[config.mk]
export PLATFORM = sky130hd
export DESIGN_NAME = ccsb_device_flat
export DESIGN_NICKNAME = d
export VERILOG_FILES = /design/src/logic/ccsb_pkg.sv /design/src/logic/ccsb_if.sv /design/src/logic/ccsb_device.sv /design/src/flat_wrapper.sv
export SDC_FILE = /design/constraint.sdc
export NUM_CORES = 1
export LEC_CHECK = 0
export BUFFER_PORTS_ARGS = -buffer_cell sky130_fd_sc_hd__buf_2
export CORE_AREA = 3 3 102 104
export CTS_CLUSTER_DIAMETER = 40
export DETAILED_ROUTE_END_ITERATION = 8
export DIE_AREA = 0 0 105 107
export GPL_TIMING_DRIVEN = 0
export PLACE_DENSITY = 0.71
export SKIP_CTS_REPAIR_TIMING = 1
export SYNTH_ARGS = -nofsm -noshare
export SYNTH_HDL_FRONTEND = slang
export SYNTH_SLANG_ARGS = --single-unit
[constraint.sdc]
create_clock -name clk_sys -period 2.1 [get_ports clk_sys]
set_input_delay 0.21 -clock clk_sys [delete_from_list [all_inputs] [get_ports clk_sys]]
set_output_delay 0.21 -clock clk_sys [all_outputs]
set_load 0.02 [all_outputs]
[src/logic/ccsb_pkg.sv]
// constants and types shared by both ends of the clock synth config bank
//------------------------------------------------------------------------------
// Function
// - external clock: mode 89, load 3A
// - reset reference: mode 88, load 67
// - plain crystal: mode 88, load by capacitance
// - pullable crystal: mode 88, qualified load code
// - host writes whole merged bytes only
// - reset: coeff two 88, five 44, select 8D
// - frequency set: six coefficients, then output select
// - aux outputs copy any primary or reference
// - VCXO off needs non-VCXO register values
// - contents volatile, defaults restored at reset
// - reset: only aux two carries reference
//------------------------------------------------------------------------------
package ccsb_pkg;
    localparam int ADDR_W = 8;
    localparam int DATA_W = 8;
    localparam int NUM_REGS = 9;

    // register offsets
    localparam logic [7:0] ADDR_PLL_C_COEFF_0      = 8'h0A;
    localparam logic [7:0] ADDR_PLL_C_COEFF_1      = 8'h0B;
    localparam logic [7:0] ADDR_PLL_C_COEFF_2      = 8'h0C;
    localparam logic [7:0] ADDR_PLL_C_COEFF_3      = 8'h0D;
    localparam logic [7:0] ADDR_PLL_C_COEFF_4      = 8'h0E;
    localparam logic [7:0] ADDR_PLL_C_COEFF_5      = 8'h0F;
    localparam logic [7:0] ADDR_REFERENCE_MODE_CFG = 8'h16;
    localparam logic [7:0] ADDR_CRYSTAL_LOAD_CFG   = 8'h17;
    localparam logic [7:0] ADDR_OUT_C_SELECT_DRIVE = 8'h48;

    // reset values; unlisted coefficients come up as zero
    localparam logic [7:0] RST_PLL_C_COEFF_0      = 8'h00;
    localparam logic [7:0] RST_PLL_C_COEFF_1      = 8'h00;
    localparam logic [7:0] RST_PLL_C_COEFF_2      = 8'h88;
    localparam logic [7:0] RST_PLL_C_COEFF_3      = 8'h00;
    localparam logic [7:0] RST_PLL_C_COEFF_4      = 8'h00;
    localparam logic [7:0] RST_PLL_C_COEFF_5      = 8'h44;
    localparam logic [7:0] RST_REFERENCE_MODE_CFG = 8'h88;
    localparam logic [7:0] RST_CRYSTAL_LOAD_CFG   = 8'h67;
    localparam logic [7:0] RST_OUT_C_SELECT_DRIVE = 8'h8D;

    localparam logic [7:0] REG_ADDR [NUM_REGS] = '{
        ADDR_PLL_C_COEFF_0, ADDR_PLL_C_COEFF_1, ADDR_PLL_C_COEFF_2,
        ADDR_PLL_C_COEFF_3, ADDR_PLL_C_COEFF_4, ADDR_PLL_C_COEFF_5,
        ADDR_REFERENCE_MODE_CFG, ADDR_CRYSTAL_LOAD_CFG, ADDR_OUT_C_SELECT_DRIVE};
    localparam logic [7:0] REG_RST [NUM_REGS] = '{
        RST_PLL_C_COEFF_0, RST_PLL_C_COEFF_1, RST_PLL_C_COEFF_2,
        RST_PLL_C_COEFF_3, RST_PLL_C_COEFF_4, RST_PLL_C_COEFF_5,
        RST_REFERENCE_MODE_CFG, RST_CRYSTAL_LOAD_CFG, RST_OUT_C_SELECT_DRIVE};

    // reference mode and crystal load codes
    localparam logic [7:0] REFMODE_EXT_CLOCK = 8'h89;
    localparam logic [7:0] REFMODE_CRYSTAL   = 8'h88;
    localparam logic [7:0] LOAD_EXT_CLOCK    = 8'h3A;
    localparam logic [7:0] LOAD_10P7         = 8'h4F;
    localparam logic [7:0] LOAD_12P0         = 8'h5F;
    localparam logic [7:0] LOAD_12P6         = 8'h67;
    localparam logic [7:0] LOAD_14P0         = 8'h77;
    localparam logic [7:0] PULL_3A           = 8'h3A;
    localparam logic [7:0] PULL_2A           = 8'h2A;
    localparam logic [7:0] PULL_41           = 8'h41;
    localparam logic [7:0] PULL_39           = 8'h39;

    // 48 kHz audio family PLL bytes and select codes
    localparam logic [7:0] AUD48_PLL [6] = '{8'h17, 8'h3E, 8'hD0, 8'h1C, 8'h06, 8'h64};
    localparam logic [7:0] SEL_OFF       = 8'h8D;
    localparam logic [7:0] SEL_6M144     = 8'hA5;

    // aux output source field and encodings
    localparam logic [1:0] AUX_SRC_REF   = 2'h0;
    localparam logic [1:0] AUX_SRC_C     = 2'h1;
    localparam logic [1:0] AUX_SRC_D     = 2'h2;
    localparam logic [1:0] AUX_SRC_E     = 2'h3;
    localparam logic AUX_ONE_RST_EN      = 1'b0;
    localparam logic AUX_TWO_RST_EN      = 1'b1;

    // host sequencer commands
    typedef enum logic [1:0] {
        CCSB_CMD_RAW,
        CCSB_CMD_EXT_CLOCK,
        CCSB_CMD_CRYSTAL,
        CCSB_CMD_PULLABLE
    } ccsb_cmd_t;
endpackage

[src/logic/ccsb_if.sv]
// register write/read link between host and config bank
`timescale 1ns/1ps
`default_nettype none
interface ccsb_if;
    logic       wrEn;
    logic       rdEn;
    logic [7:0] addr;
    logic [7:0] wrData;
    logic [7:0] rdData;
    logic       rdValid;

    modport device (input wrEn, rdEn, addr, wrData, output rdData, rdValid);
    modport host   (output wrEn, rdEn, addr, wrData, input rdData, rdValid);
endinterface
`default_nettype wire

[src/logic/ccsb_device.sv]
// config bank end: register store, reference decode and output routing
`timescale 1ns/1ps
`default_nettype none
module ccsb_device (
    // clock and reset
    input  wire logic       clk_sys,
    input  wire logic       sys_rst,
    // register link
    ccsb_if.device          bus,
    // aux routing control
    input  wire logic [1:0] auxOneSrc,
    input  wire logic       auxOneEn,
    input  wire logic [1:0] auxTwoSrc,
    input  wire logic       auxTwoEn,
    // decoded configuration
    output logic [7:0]      pllCoeff [6],
    output logic [7:0]      synthSelect,
    output logic            synthOutFirstOn,
    output logic            extClockMode,
    output logic            vcxoEnabled,
    output logic [7:0]      loadSetting,
    output logic [1:0]      auxOneSel,
    output logic            auxOneOn,
    output logic [1:0]      auxTwoSel,
    output logic            auxTwoOn
);
    localparam int N = ccsb_pkg::NUM_REGS;

    logic [7:0] regQ [N];
    logic [N-1:0] hit;
    logic [7:0] rdDataQ;
    logic       rdValidQ;
    logic [1:0] auxOneSelQ, auxTwoSelQ;
    logic       auxOneOnQ, auxTwoOnQ;
    logic       synthOnQ, extModeQ, vcxoQ;

    //--------------------------------------------------------------------------
    // register store
    //--------------------------------------------------------------------------
    // one flop byte per register; reset reloads defaults (volatile store)
    for (genvar i = 0; i < N; i++) begin : g_reg
        assign hit[i] = (bus.addr == ccsb_pkg::REG_ADDR[i]);
        always_ff @(posedge clk_sys) begin
            if (sys_rst) begin
                regQ[i] <= ccsb_pkg::REG_RST[i];
            end else if (bus.wrEn && hit[i]) begin
                regQ[i] <= bus.wrData; // whole byte only
            end
        end
    end

    // read mux; unmapped addresses read zero
    logic [7:0] rdMux;
    always_comb begin
        rdMux = 8'h00;
        for (int i = 0; i < N; i++) begin
            if (hit[i]) begin
                rdMux = regQ[i];
            end
        end
    end

    always_ff @(posedge clk_sys) begin
        if (sys_rst) begin
            rdDataQ  <= 8'h00;
            rdValidQ <= 1'b0;
        end else begin
            rdValidQ <= bus.rdEn;
            if (bus.rdEn) begin
                rdDataQ <= rdMux;
            end
        end
    end
    assign bus.rdData  = rdDataQ;
    assign bus.rdValid = rdValidQ;

    //--------------------------------------------------------------------------
    // decoded configuration
    //--------------------------------------------------------------------------
    // outputs read straight from the register flops
    for (genvar k = 0; k < 6; k++) begin : g_coeff
        assign pllCoeff[k] = regQ[k];
    end
    assign synthSelect = regQ[8];
    assign loadSetting = regQ[7];
    // select code 8D is the off state of the first synthesized output
    wire logic synthOnD  = (regQ[8] != ccsb_pkg::SEL_OFF);
    // 89 in the mode byte takes the reference from the input pin
    wire logic extModeD  = (regQ[6] == ccsb_pkg::REFMODE_EXT_CLOCK);
    // 3A under mode 89 is the external code, so a pull code only counts in crystal mode
    wire logic pullLoadD = (regQ[7] == ccsb_pkg::PULL_3A) || (regQ[7] == ccsb_pkg::PULL_2A)
                           || (regQ[7] == ccsb_pkg::PULL_41) || (regQ[7] == ccsb_pkg::PULL_39);
    wire logic vcxoD     = !extModeD && pullLoadD;

    // flags registered so each output leaves a flop; they trail the store by a cycle
    always_ff @(posedge clk_sys) begin
        if (sys_rst) begin
            synthOnQ <= 1'b0; // default select is the off code
            extModeQ <= 1'b0;
            vcxoQ    <= 1'b0; // default load 67 is a plain crystal
        end else begin
            synthOnQ <= synthOnD;
            extModeQ <= extModeD;
            vcxoQ    <= vcxoD;
        end
    end
    assign synthOutFirstOn = synthOnQ;
    assign extClockMode    = extModeQ;
    assign vcxoEnabled     = vcxoQ;

    //--------------------------------------------------------------------------
    // aux output routing
    //--------------------------------------------------------------------------
    // reset leaves aux two on the reference, aux one off
    always_ff @(posedge clk_sys) begin
        if (sys_rst) begin
            auxOneSelQ <= ccsb_pkg::AUX_SRC_REF;
            auxOneOnQ  <= ccsb_pkg::AUX_ONE_RST_EN;
            auxTwoSelQ <= ccsb_pkg::AUX_SRC_REF;
            auxTwoOnQ  <= ccsb_pkg::AUX_TWO_RST_EN;
        end else begin
            auxOneSelQ <= auxOneSrc;
            auxOneOnQ  <= auxOneEn;
            auxTwoSelQ <= auxTwoSrc;
            auxTwoOnQ  <= auxTwoEn;
        end
    end
    assign auxOneSel = auxOneSelQ;
    assign auxOneOn  = auxOneOnQ;
    assign auxTwoSel = auxTwoSelQ;
    assign auxTwoOn  = auxTwoOnQ;
endmodule
`default_nettype wire

[src/flat_wrapper.sv]
// flat-port wrapper written by rule: the top's interface ports become plain ports
module ccsb_device_flat 
  (clk_sys, sys_rst, auxOneSrc, auxOneEn, auxTwoSrc, auxTwoEn, pllCoeff, synthSelect, synthOutFirstOn, extClockMode, vcxoEnabled, loadSetting, auxOneSel, auxOneOn, auxTwoSel, auxTwoOn, bus_wrEn, bus_rdEn, bus_addr, bus_wrData, bus_rdData, bus_rdValid);
  ccsb_if bus_i ();
  input  wire logic clk_sys;
  input  wire logic sys_rst;
  input  wire logic [1:0] auxOneSrc;
  input  wire logic auxOneEn;
  input  wire logic [1:0] auxTwoSrc;
  input  wire logic auxTwoEn;
  output logic [7:0] pllCoeff[6];
  output logic [7:0] synthSelect;
  output logic synthOutFirstOn;
  output logic extClockMode;
  output logic vcxoEnabled;
  output logic [7:0] loadSetting;
  output logic [1:0] auxOneSel;
  output logic auxOneOn;
  output logic [1:0] auxTwoSel;
  output logic auxTwoOn;
  input wire logic [$bits(bus_i.wrEn)-1:0] bus_wrEn;
  input wire logic [$bits(bus_i.rdEn)-1:0] bus_rdEn;
  input wire logic [$bits(bus_i.addr)-1:0] bus_addr;
  input wire logic [$bits(bus_i.wrData)-1:0] bus_wrData;
  output wire logic [$bits(bus_i.rdData)-1:0] bus_rdData;
  output wire logic [$bits(bus_i.rdValid)-1:0] bus_rdValid;
  assign bus_i.wrEn = bus_wrEn;
  assign bus_i.rdEn = bus_rdEn;
  assign bus_i.addr = bus_addr;
  assign bus_i.wrData = bus_wrData;
  assign bus_rdData = bus_i.rdData;
  assign bus_rdValid = bus_i.rdValid;
  ccsb_device u_core (.clk_sys(clk_sys), .sys_rst(sys_rst), .bus(bus_i), .auxOneSrc(auxOneSrc), .auxOneEn(auxOneEn), .auxTwoSrc(auxTwoSrc), .auxTwoEn(auxTwoEn), .pllCoeff(pllCoeff), .synthSelect(synthSelect), .synthOutFirstOn(synthOutFirstOn), .extClockMode(extClockMode), .vcxoEnabled(vcxoEnabled), .loadSetting(loadSetting), .auxOneSel(auxOneSel), .auxOneOn(auxOneOn), .auxTwoSel(auxTwoSel), .auxTwoOn(auxTwoOn));
endmodule
# Yosys cells after proc, flatten, opt, wreduce, memory -nomap -nowiden
# Memory sizes are Yosys's and may differ from the RTL's.
# Cells that the tools add are included.
# Widths: inputs -> output; s select.
# word_totals
n_memories	1
elab_cells	95
output_inout_bits	82
register_bits	18
mem_bits_rw	72
in_bits	26
# mem_list
name	depth	word_bits	read_ports	rd_ports_with_merged_regs	write_ports	line_no	source
u_core.regQ	9	8	9	0	9	ccsb_device.sv:29	logic [7:0] regQ [N];
# op_classes
n_eq_ne	15
reduce_logical	14
mux	47
bitwise_logic	9
# ops
op	count
$mux 8	18
$eq 8x4->1 const B	6
$mux 1	29
$eq 8x6->1 const B	3
$eq 8x5->1 const B	2
$eq 8x7->1 const B	2
$logic_and 1x1->1	10
$or 1x1->1	9
$eq 8x8->1 const B	1
$ne 8x8->1 const B	1
$logic_or 1x1->1	3
$logic_not 1->1	1

# Depth between registers and ports, before layout
# Gate-level depths: netlist (run 1).
# logic_depth
depth_word	10
ltp_mapped	8
mapped_depth_nobuf	5

# Worst setup path before layout (run 1)
# OpenSTA, ideal clock, no wires.
# synth_path
path_kind	in2reg
startpoint	in bus_addr[4]
endpoint	mem u_core.regQ[2][0], enable pin
setup_time_ps	375
n_path_buf	0
required_ps	1725
arrival_ps	1620
cell_stages	4
slack_ps	106
cell_sequence	or4_4 > nor2_1 > nand3_1 > o21bai_1
# synth_lines
item	line_no	source
start, declared	flat_wrapper.sv:23	input wire logic [$bits(bus_i.addr)-1:0] bus_addr;
end, declared	ccsb_device.sv:29	

==> impl_metrics.env, run 1 <==
export IMPL_p_leak_nw=2.03
export IMPL_portBuffers=106
export IMPL_synth_most_common_cell="edfxtp_1"
export IMPL_fin_crit_ns=1.92
export IMPL_synthCells=359
export IMPL_slew_violations=0
export IMPL_place_congestion=0.929
export IMPL_required_ns=2.22
export IMPL_reg2reg_from="u_core.regQ[3][3]"
export IMPL_cp_max_fo=10
export IMPL_setup_ws_ns=0.185
export IMPL_final_setup_viol_count=0
export IMPL_worst_setup_path_startpoint="bus_addr[0]"
export IMPL_async_flop_share=0
export IMPL_vdd_drop_max_uv=320
export IMPL_fin_area_um2=5180
export IMPL_rsz0062_at_grt="no"
export IMPL_row_count=36
export IMPL_drcViolationCount=0
export IMPL_drive_gt1_frac=0.324
export IMPL_timing_rr_end="u_core.bus.rdData[3]"
export IMPL_antenna_found_initial=0
export IMPL_skew_ns=0.00883
export IMPL_hp_start="auxTwoEn"
export IMPL_ios=108
export IMPL_synth_area_leader_cell="edfxtp_1"
export IMPL_post_dp_hpwl_um=9380
export IMPL_synth_simple_area_share=0.221
export IMPL_via_count=3591
export IMPL_maxSlewHeadroom=0.399
export IMPL_clkTransAtPathRegs_ns=0.09
export IMPL_routed_wl_um=12500
export IMPL_worstHoldPathType="input pin to flip-flop"
export IMPL_synth_compound_area_frac=0.148
export IMPL_diodes=0
export IMPL_worst_slew_pin_slew_ns=0.894
export IMPL_synth_fa_ha_area_frac=0
export IMPL_die_h_um=107
export IMPL_synth_top_family_by_area="simple AND/OR/NAND/NOR gates"
export IMPL_grt_pass1_vias=3459
export IMPL_grt_use_total=0.226
export IMPL_syn_cell_area_um2=4290
export IMPL_maxCapViolations=0
export IMPL_initial_core_util=0.445
export IMPL_root_buffer="clkbuf_8"
export IMPL_critical_path_endpoint="u_core.regQ[7][1]"
export IMPL_cts_tree="built"
export IMPL_syn_area_per_cell_um2=11.9
export IMPL_post_dp_cell_area_um2=4990
export IMPL_die_area_um2=11200
export IMPL_status="completed"
export IMPL_grt_pass1_wl_um=19200
export IMPL_max_clock_freq_mhz=522
export IMPL_drt_iter0_drc=374
export IMPL_min_period_over_period=0.912
export IMPL_insertion_delay_ns=0.38
export IMPL_reg2reg_slack_ns=0.42
export IMPL_ys_dominant_reg_cell="edfxtp_1"
export IMPL_cts_buffers_inserted=9
export IMPL_grt_start_max_net_pins=15
export IMPL_ys_ff_latch=90
export IMPL_crit_arrival_ns=2.04
export IMPL_ys_types=55
export IMPL_cp_start_kind="input pin"
export IMPL_cp_end_kind="flip-flop"
export IMPL_coreArea_um2=9640
export IMPL_netlist_top_cells_count="72 x edfxtp_1, 37 x and2_1, 23 x and3_1"
export IMPL_setup_tns_ns=0
export IMPL_avgRoutedWirePerCell_um=20.4
export IMPL_vias_per_cell=5.85
export IMPL_final_hold_viol_count=0
export IMPL_postRouteAntennaNets=0
export IMPL_synth_edf_count=72
export IMPL_layout_nets=502
export IMPL_path_class="input pin to flip-flop"
export IMPL_pre_cts_slack_ns=-0.455
export IMPL_r2r_worst_path_cells=5
export IMPL_synth_seq_area_share=0.588
export IMPL_synth_warning_count=0
export IMPL_syn_num_nets=385
export IMPL_area_growth_pct=20.7
export IMPL_clk_path_buf_depth=2
export IMPL_drt_pass1_iter_count=5
export IMPL_synthTopCellsByArea="edfxtp_1 50%, dfxtp_1 8.4%, and2_1 5.4%"
export IMPL_clock_sinks=90
export IMPL_synth_xor_area_frac=0
export IMPL_dieWidth_um=105
export IMPL_gr_total_overflow=0
export IMPL_p_per_area_nw_per_um2=699
export IMPL_htreeDepth=3
export IMPL_synthMuxAreaShare=0.0166
export IMPL_yosysTopAreaCellShare=0.504
-- worst max-delay path, stage by stage --
cell and delay [ns]:
buf_2 0.08, buf_2 0.21, buf_2 0.32, nand2_1 0.08
nor3_1 0.40, buf_2 0.29, nand2_1 0.14, or2_2 0.30
-- registers in the layout, indices dropped and copies added (netlist names), 2 cells and up --
| register | cells |
|---|---|
| u_core.bus.rdData | 8 |
| u_core.auxOneSel | 2 |
| u_core.regQ | 72 |
| u_core.auxTwoSel | 2 |
-- cells by family after synthesis --
group | after synthesis
flops | 90
buf+inv | 28
simple gates | 156
compound gates | 78
mux | 7
-- area by class of cell --
cell class / instances / area, µm²
fillers: 884 / 4460
clock buffers: 11 / 151
flip-flops and latches: 90 / 2520
plain buffers: 21 / 87.6
inverters: 7 / 26.3
well taps: 133 / 166
clock inverters: 5 / 28.8
repair buffers: 106 / 531
multi-input cells: 241 / 1660
-- layer usage --
| metal | vias to the layer above | track usage | part of all wire |
|---|---|---|---|
| met5 | - | 0 | 0 |
| met4 | 0 | 0.115 | 0.033 |
| met3 | 40 | 0.0325 | 0.074 |
| met2 | 169 | 0.369 | 0.48 |
| met1 | 1767 | 0.296 | 0.42 |
| li1 | 1615 | - | - |
-- worst min-delay path by stage --
stage / slack, ns / end / depth (start not counted)
3_3_place_gp: 0.40 / u_core.auxTwoOn / 2
4_1_cts: 0.008 / u_core.auxTwoOn / 2
3_5_place_dp: 0.40 / u_core.auxTwoOn / 2
6_report: 0.02 / u_core.auxTwoOn / 2
2_1_floorplan: 0.31 / u_core.auxTwoOn / 1
5_1_grt: 0.02 / u_core.auxTwoOn / 2
-- stage by stage --
step	util	hold WS, ns	std cells	total power, mW
3_5_place_dp	0.517	0.402	598	2.55
5_1_grt	0.537	0.0182	614	3.75
4_1_cts	0.536	0.00839	614	3.64
2_1_floorplan	-	0.314	359	2.35
6_report	0.537	0.0236	614	3.62
3_3_place_gp	0.517	0.398	598	2.55
-- layout by cell type, fill, tap and decap left out, types with 3 or more instances in the layout --
master / n
a2111oi_2: 3
a21o_1: 5
a21oi_1: 8
a221o_1: 5
a22oi_1: 4
a32oi_1: 4
and2_1: 37
and3_1: 23
buf_2: 113
clkbuf_1: 14
clkbuf_8: 11
clkinv_2: 4
dfxtp_1: 18
edfxtp_1: 72
inv_1: 7
mux2i_1: 6
nand2_1: 17
nand2b_1: 6
nand3_1: 6
nand3b_1: 3
nor2_1: 14
nor2b_1: 7
nor3_1: 5
nor4b_1: 4
o2111a_1: 3
o211a_1: 4
o21ai_0: 8
o221a_2: 3
o221ai_1: 4
o22ai_1: 8
o2bb2ai_1: 4
or2_2: 6
or3_1: 10
or3b_2: 3
-- power breakdown --
part           switching (mW)  leakage, nW  internal [mW]
Clock                   0.615       0.0988          0.489
Combinational           0.309         1.09          0.140
Sequential             0.0608        0.841           2.01
Total                   0.984         2.03           2.64
No activity file was read; power rests on OpenSTA's default activity.
==> inputs of run 2 (changes only) <==
==> constraint.sdc (replaced) <==
create_clock -name clk_sys -period 2.1 [get_ports clk_sys]
set_input_delay 0 -clock clk_sys [delete_from_list [all_inputs] [get_ports clk_sys]]
set_output_delay 0 -clock clk_sys [all_outputs]
set_load 0.02 [all_outputs]
==> run 2 against run 1 <==
  * Combinational power increased by 2%
  * Critical path type unchanged
  * Routed wire length is 0.22% higher
  * Setup slack worse by 0.027 ns
  * Hold slack lost 0.020 ns
  * Via count is 0.22% lower
  * Count of clock-buffer cells in the layout is the same
  * Sequential share of layout area is 0.47 points lower
  * Utilization increased by 0.52 points
  * Register-to-register slack about the same
  * Die area is the same
==> impl_metrics.env, run 2 (synthesis gave the netlist of run 1 again) <==
export IMPL_place_congestion=0.929
export IMPL_regArea_um2=2520
export IMPL_diodes=0
export IMPL_cp_end_kind="flip-flop"
export IMPL_multi_input_area_um2=1650
export IMPL_cp_start_kind="input pin"
export IMPL_final_cell_mix="113 x buf_2, 72 x edfxtp_1, 37 x and2_1"
export IMPL_worst_hold_slack_ns=0.00348
export IMPL_nFillCells=879
export IMPL_cts_buffers_inserted=9
export IMPL_path_class="input pin to flip-flop"
export IMPL_rsz0062_at_grt="no"
export IMPL_power_frac_seq=0.568
export IMPL_vias_per_cell=5.78
export IMPL_slew_violations=0
export IMPL_combPwrFrac=0.125
export IMPL_intPower_mw=2.64
export IMPL_layout_nets=508
export IMPL_ios=108
export IMPL_antenna_found_initial=0
export IMPL_dp_cells=598
export IMPL_htreeDepth=3
export IMPL_row_count=36
export IMPL_drt_pass1_iter_count=5
export IMPL_clk_path_buf_depth=2
export IMPL_pre_cts_slack_ns=-0.245
export IMPL_skew_ns=0.0106
export IMPL_worstHoldPathType="input pin to flip-flop"
export IMPL_insertion_delay_ns=0.38
export IMPL_status="completed"
export IMPL_total_power_mw=3.64
export IMPL_clkPwrFrac=0.306
export IMPL_root_buffer="clkbuf_8"
export IMPL_die_h_um=107
export IMPL_crit_arrival_ns=1.94
export IMPL_maxCapViolations=0
export IMPL_final_setup_viol_count=0
export IMPL_drcViolationCount=0
export IMPL_grt_start_max_net_pins=15
export IMPL_worst_slew_pin_slew_ns=1.29
export IMPL_min_period_over_period=0.925
export IMPL_p_per_area_nw_per_um2=696
export IMPL_clock_sinks=90
export IMPL_die_area_um2=11200
export IMPL_vdd_drop_max_uv=322
export IMPL_final_common_cell="buf_2"
export IMPL_drt_iter0_drc=352
export IMPL_swShare=0.273
export IMPL_final_hold_viol_count=0
export IMPL_gr_total_overflow=0
export IMPL_maxSlewHeadroom=0.131
export IMPL_largest_reg_flops=72
export IMPL_final_util=0.542
export IMPL_area_growth_pct=21.8
export IMPL_p_sw_mw=0.994
export IMPL_cp_max_fo=8
export IMPL_clkTransAtPathRegs_ns=0.08
export IMPL_p_leak_nw=2.05
export IMPL_postRouteAntennaNets=0
export IMPL_setup_ws_ns=0.158
export IMPL_post_dp_hpwl_um=9380
export IMPL_grt_pass1_wl_um=19200
export IMPL_via_count=3583
export IMPL_fin_cells=620
export IMPL_routed_wl_um=12600
export IMPL_grt_pass1_vias=3459
export IMPL_required_ns=2.10
export IMPL_grt_use_total=0.226
export IMPL_initial_core_util=0.445
export IMPL_dieWidth_um=105
export IMPL_max_clock_freq_mhz=515
export IMPL_drive_gt1_frac=0.316
export IMPL_avgRoutedWirePerCell_um=20.2
export IMPL_portBuffers=106
export IMPL_fin_crit_ns=1.94
export IMPL_regMostFlops="u_core.regQ"
export IMPL_coreArea_um2=9640
export IMPL_cts_tree="built"
run 2: cell count changes in the layout (fill, tap and decap cells not counted):
cell           change
dlygate4sd3_1      +6
nor4_1             +1
nor4_2             -1
o21bai_1           +1
o21bai_2           -1
run 2: power groups by stage:
stage          clock network (mW)  logic (mW)  registers [mW]
6_report                     1.11       0.456            2.07
5_1_grt                      1.19       0.488            2.08
4_1_cts                      1.13       0.448            2.07
3_5_place_dp                    0       0.446            2.11
3_3_place_gp                    0       0.439            2.11
2_1_floorplan                   0       0.156            2.20
run 2: metal layers:
layer	GRT usage	vias up	part of all wire	routed length, µm
li1	-	1631	-	-
met1	0.296	1757	0.42	5230
met2	0.369	172	0.49	6120
met3	0.0325	23	0.071	895
met4	0.115	0	0.024	305
met5	0	-	0	0
run 2: final timing paths:
kind                   startpoint                    to  slack [ns]  cells after the start
min reg2reg  u_core.bus.rdData[3]  u_core.bus.rdData[3]        0.53                      2
max                   bus_addr[4]     u_core.regQ[2][7]        0.16                      5
max reg2reg     u_core.regQ[3][3]  u_core.bus.rdData[3]        0.41                      5
min                      bus_rdEn  u_core.bus.rdData[3]       0.003                      3
run 2: layout make-up:
class / instances / area share
Multi-Input combinational cell: 241 / 0.316
Sequential cell: 90 / 0.483
Tap cell: 133 / 0.0318
Inverter: 7 / 0.00503
Buffer: 21 / 0.0168
Clock buffer: 11 / 0.0290
Clock inverter: 5 / 0.00551
Timing Repair Buffer: 112 / 0.113
run 2: through the flow:
stage | TNS [ns] | cell area [µm²]
after floorplan | 0 | 4290
after global placement | -1.92 | 4990
after detailed placement | -2.56 | 4990
after CTS | 0 | 5170
after global routing | 0 | 5230
final | 0 | 5230
run 2: worst max-delay path, stage by stage:
cell and delay (ns):
buf_2 0.13, or4_4 0.60, nor2_1 0.36, nand3_1 0.12, o21bai_1 0.72
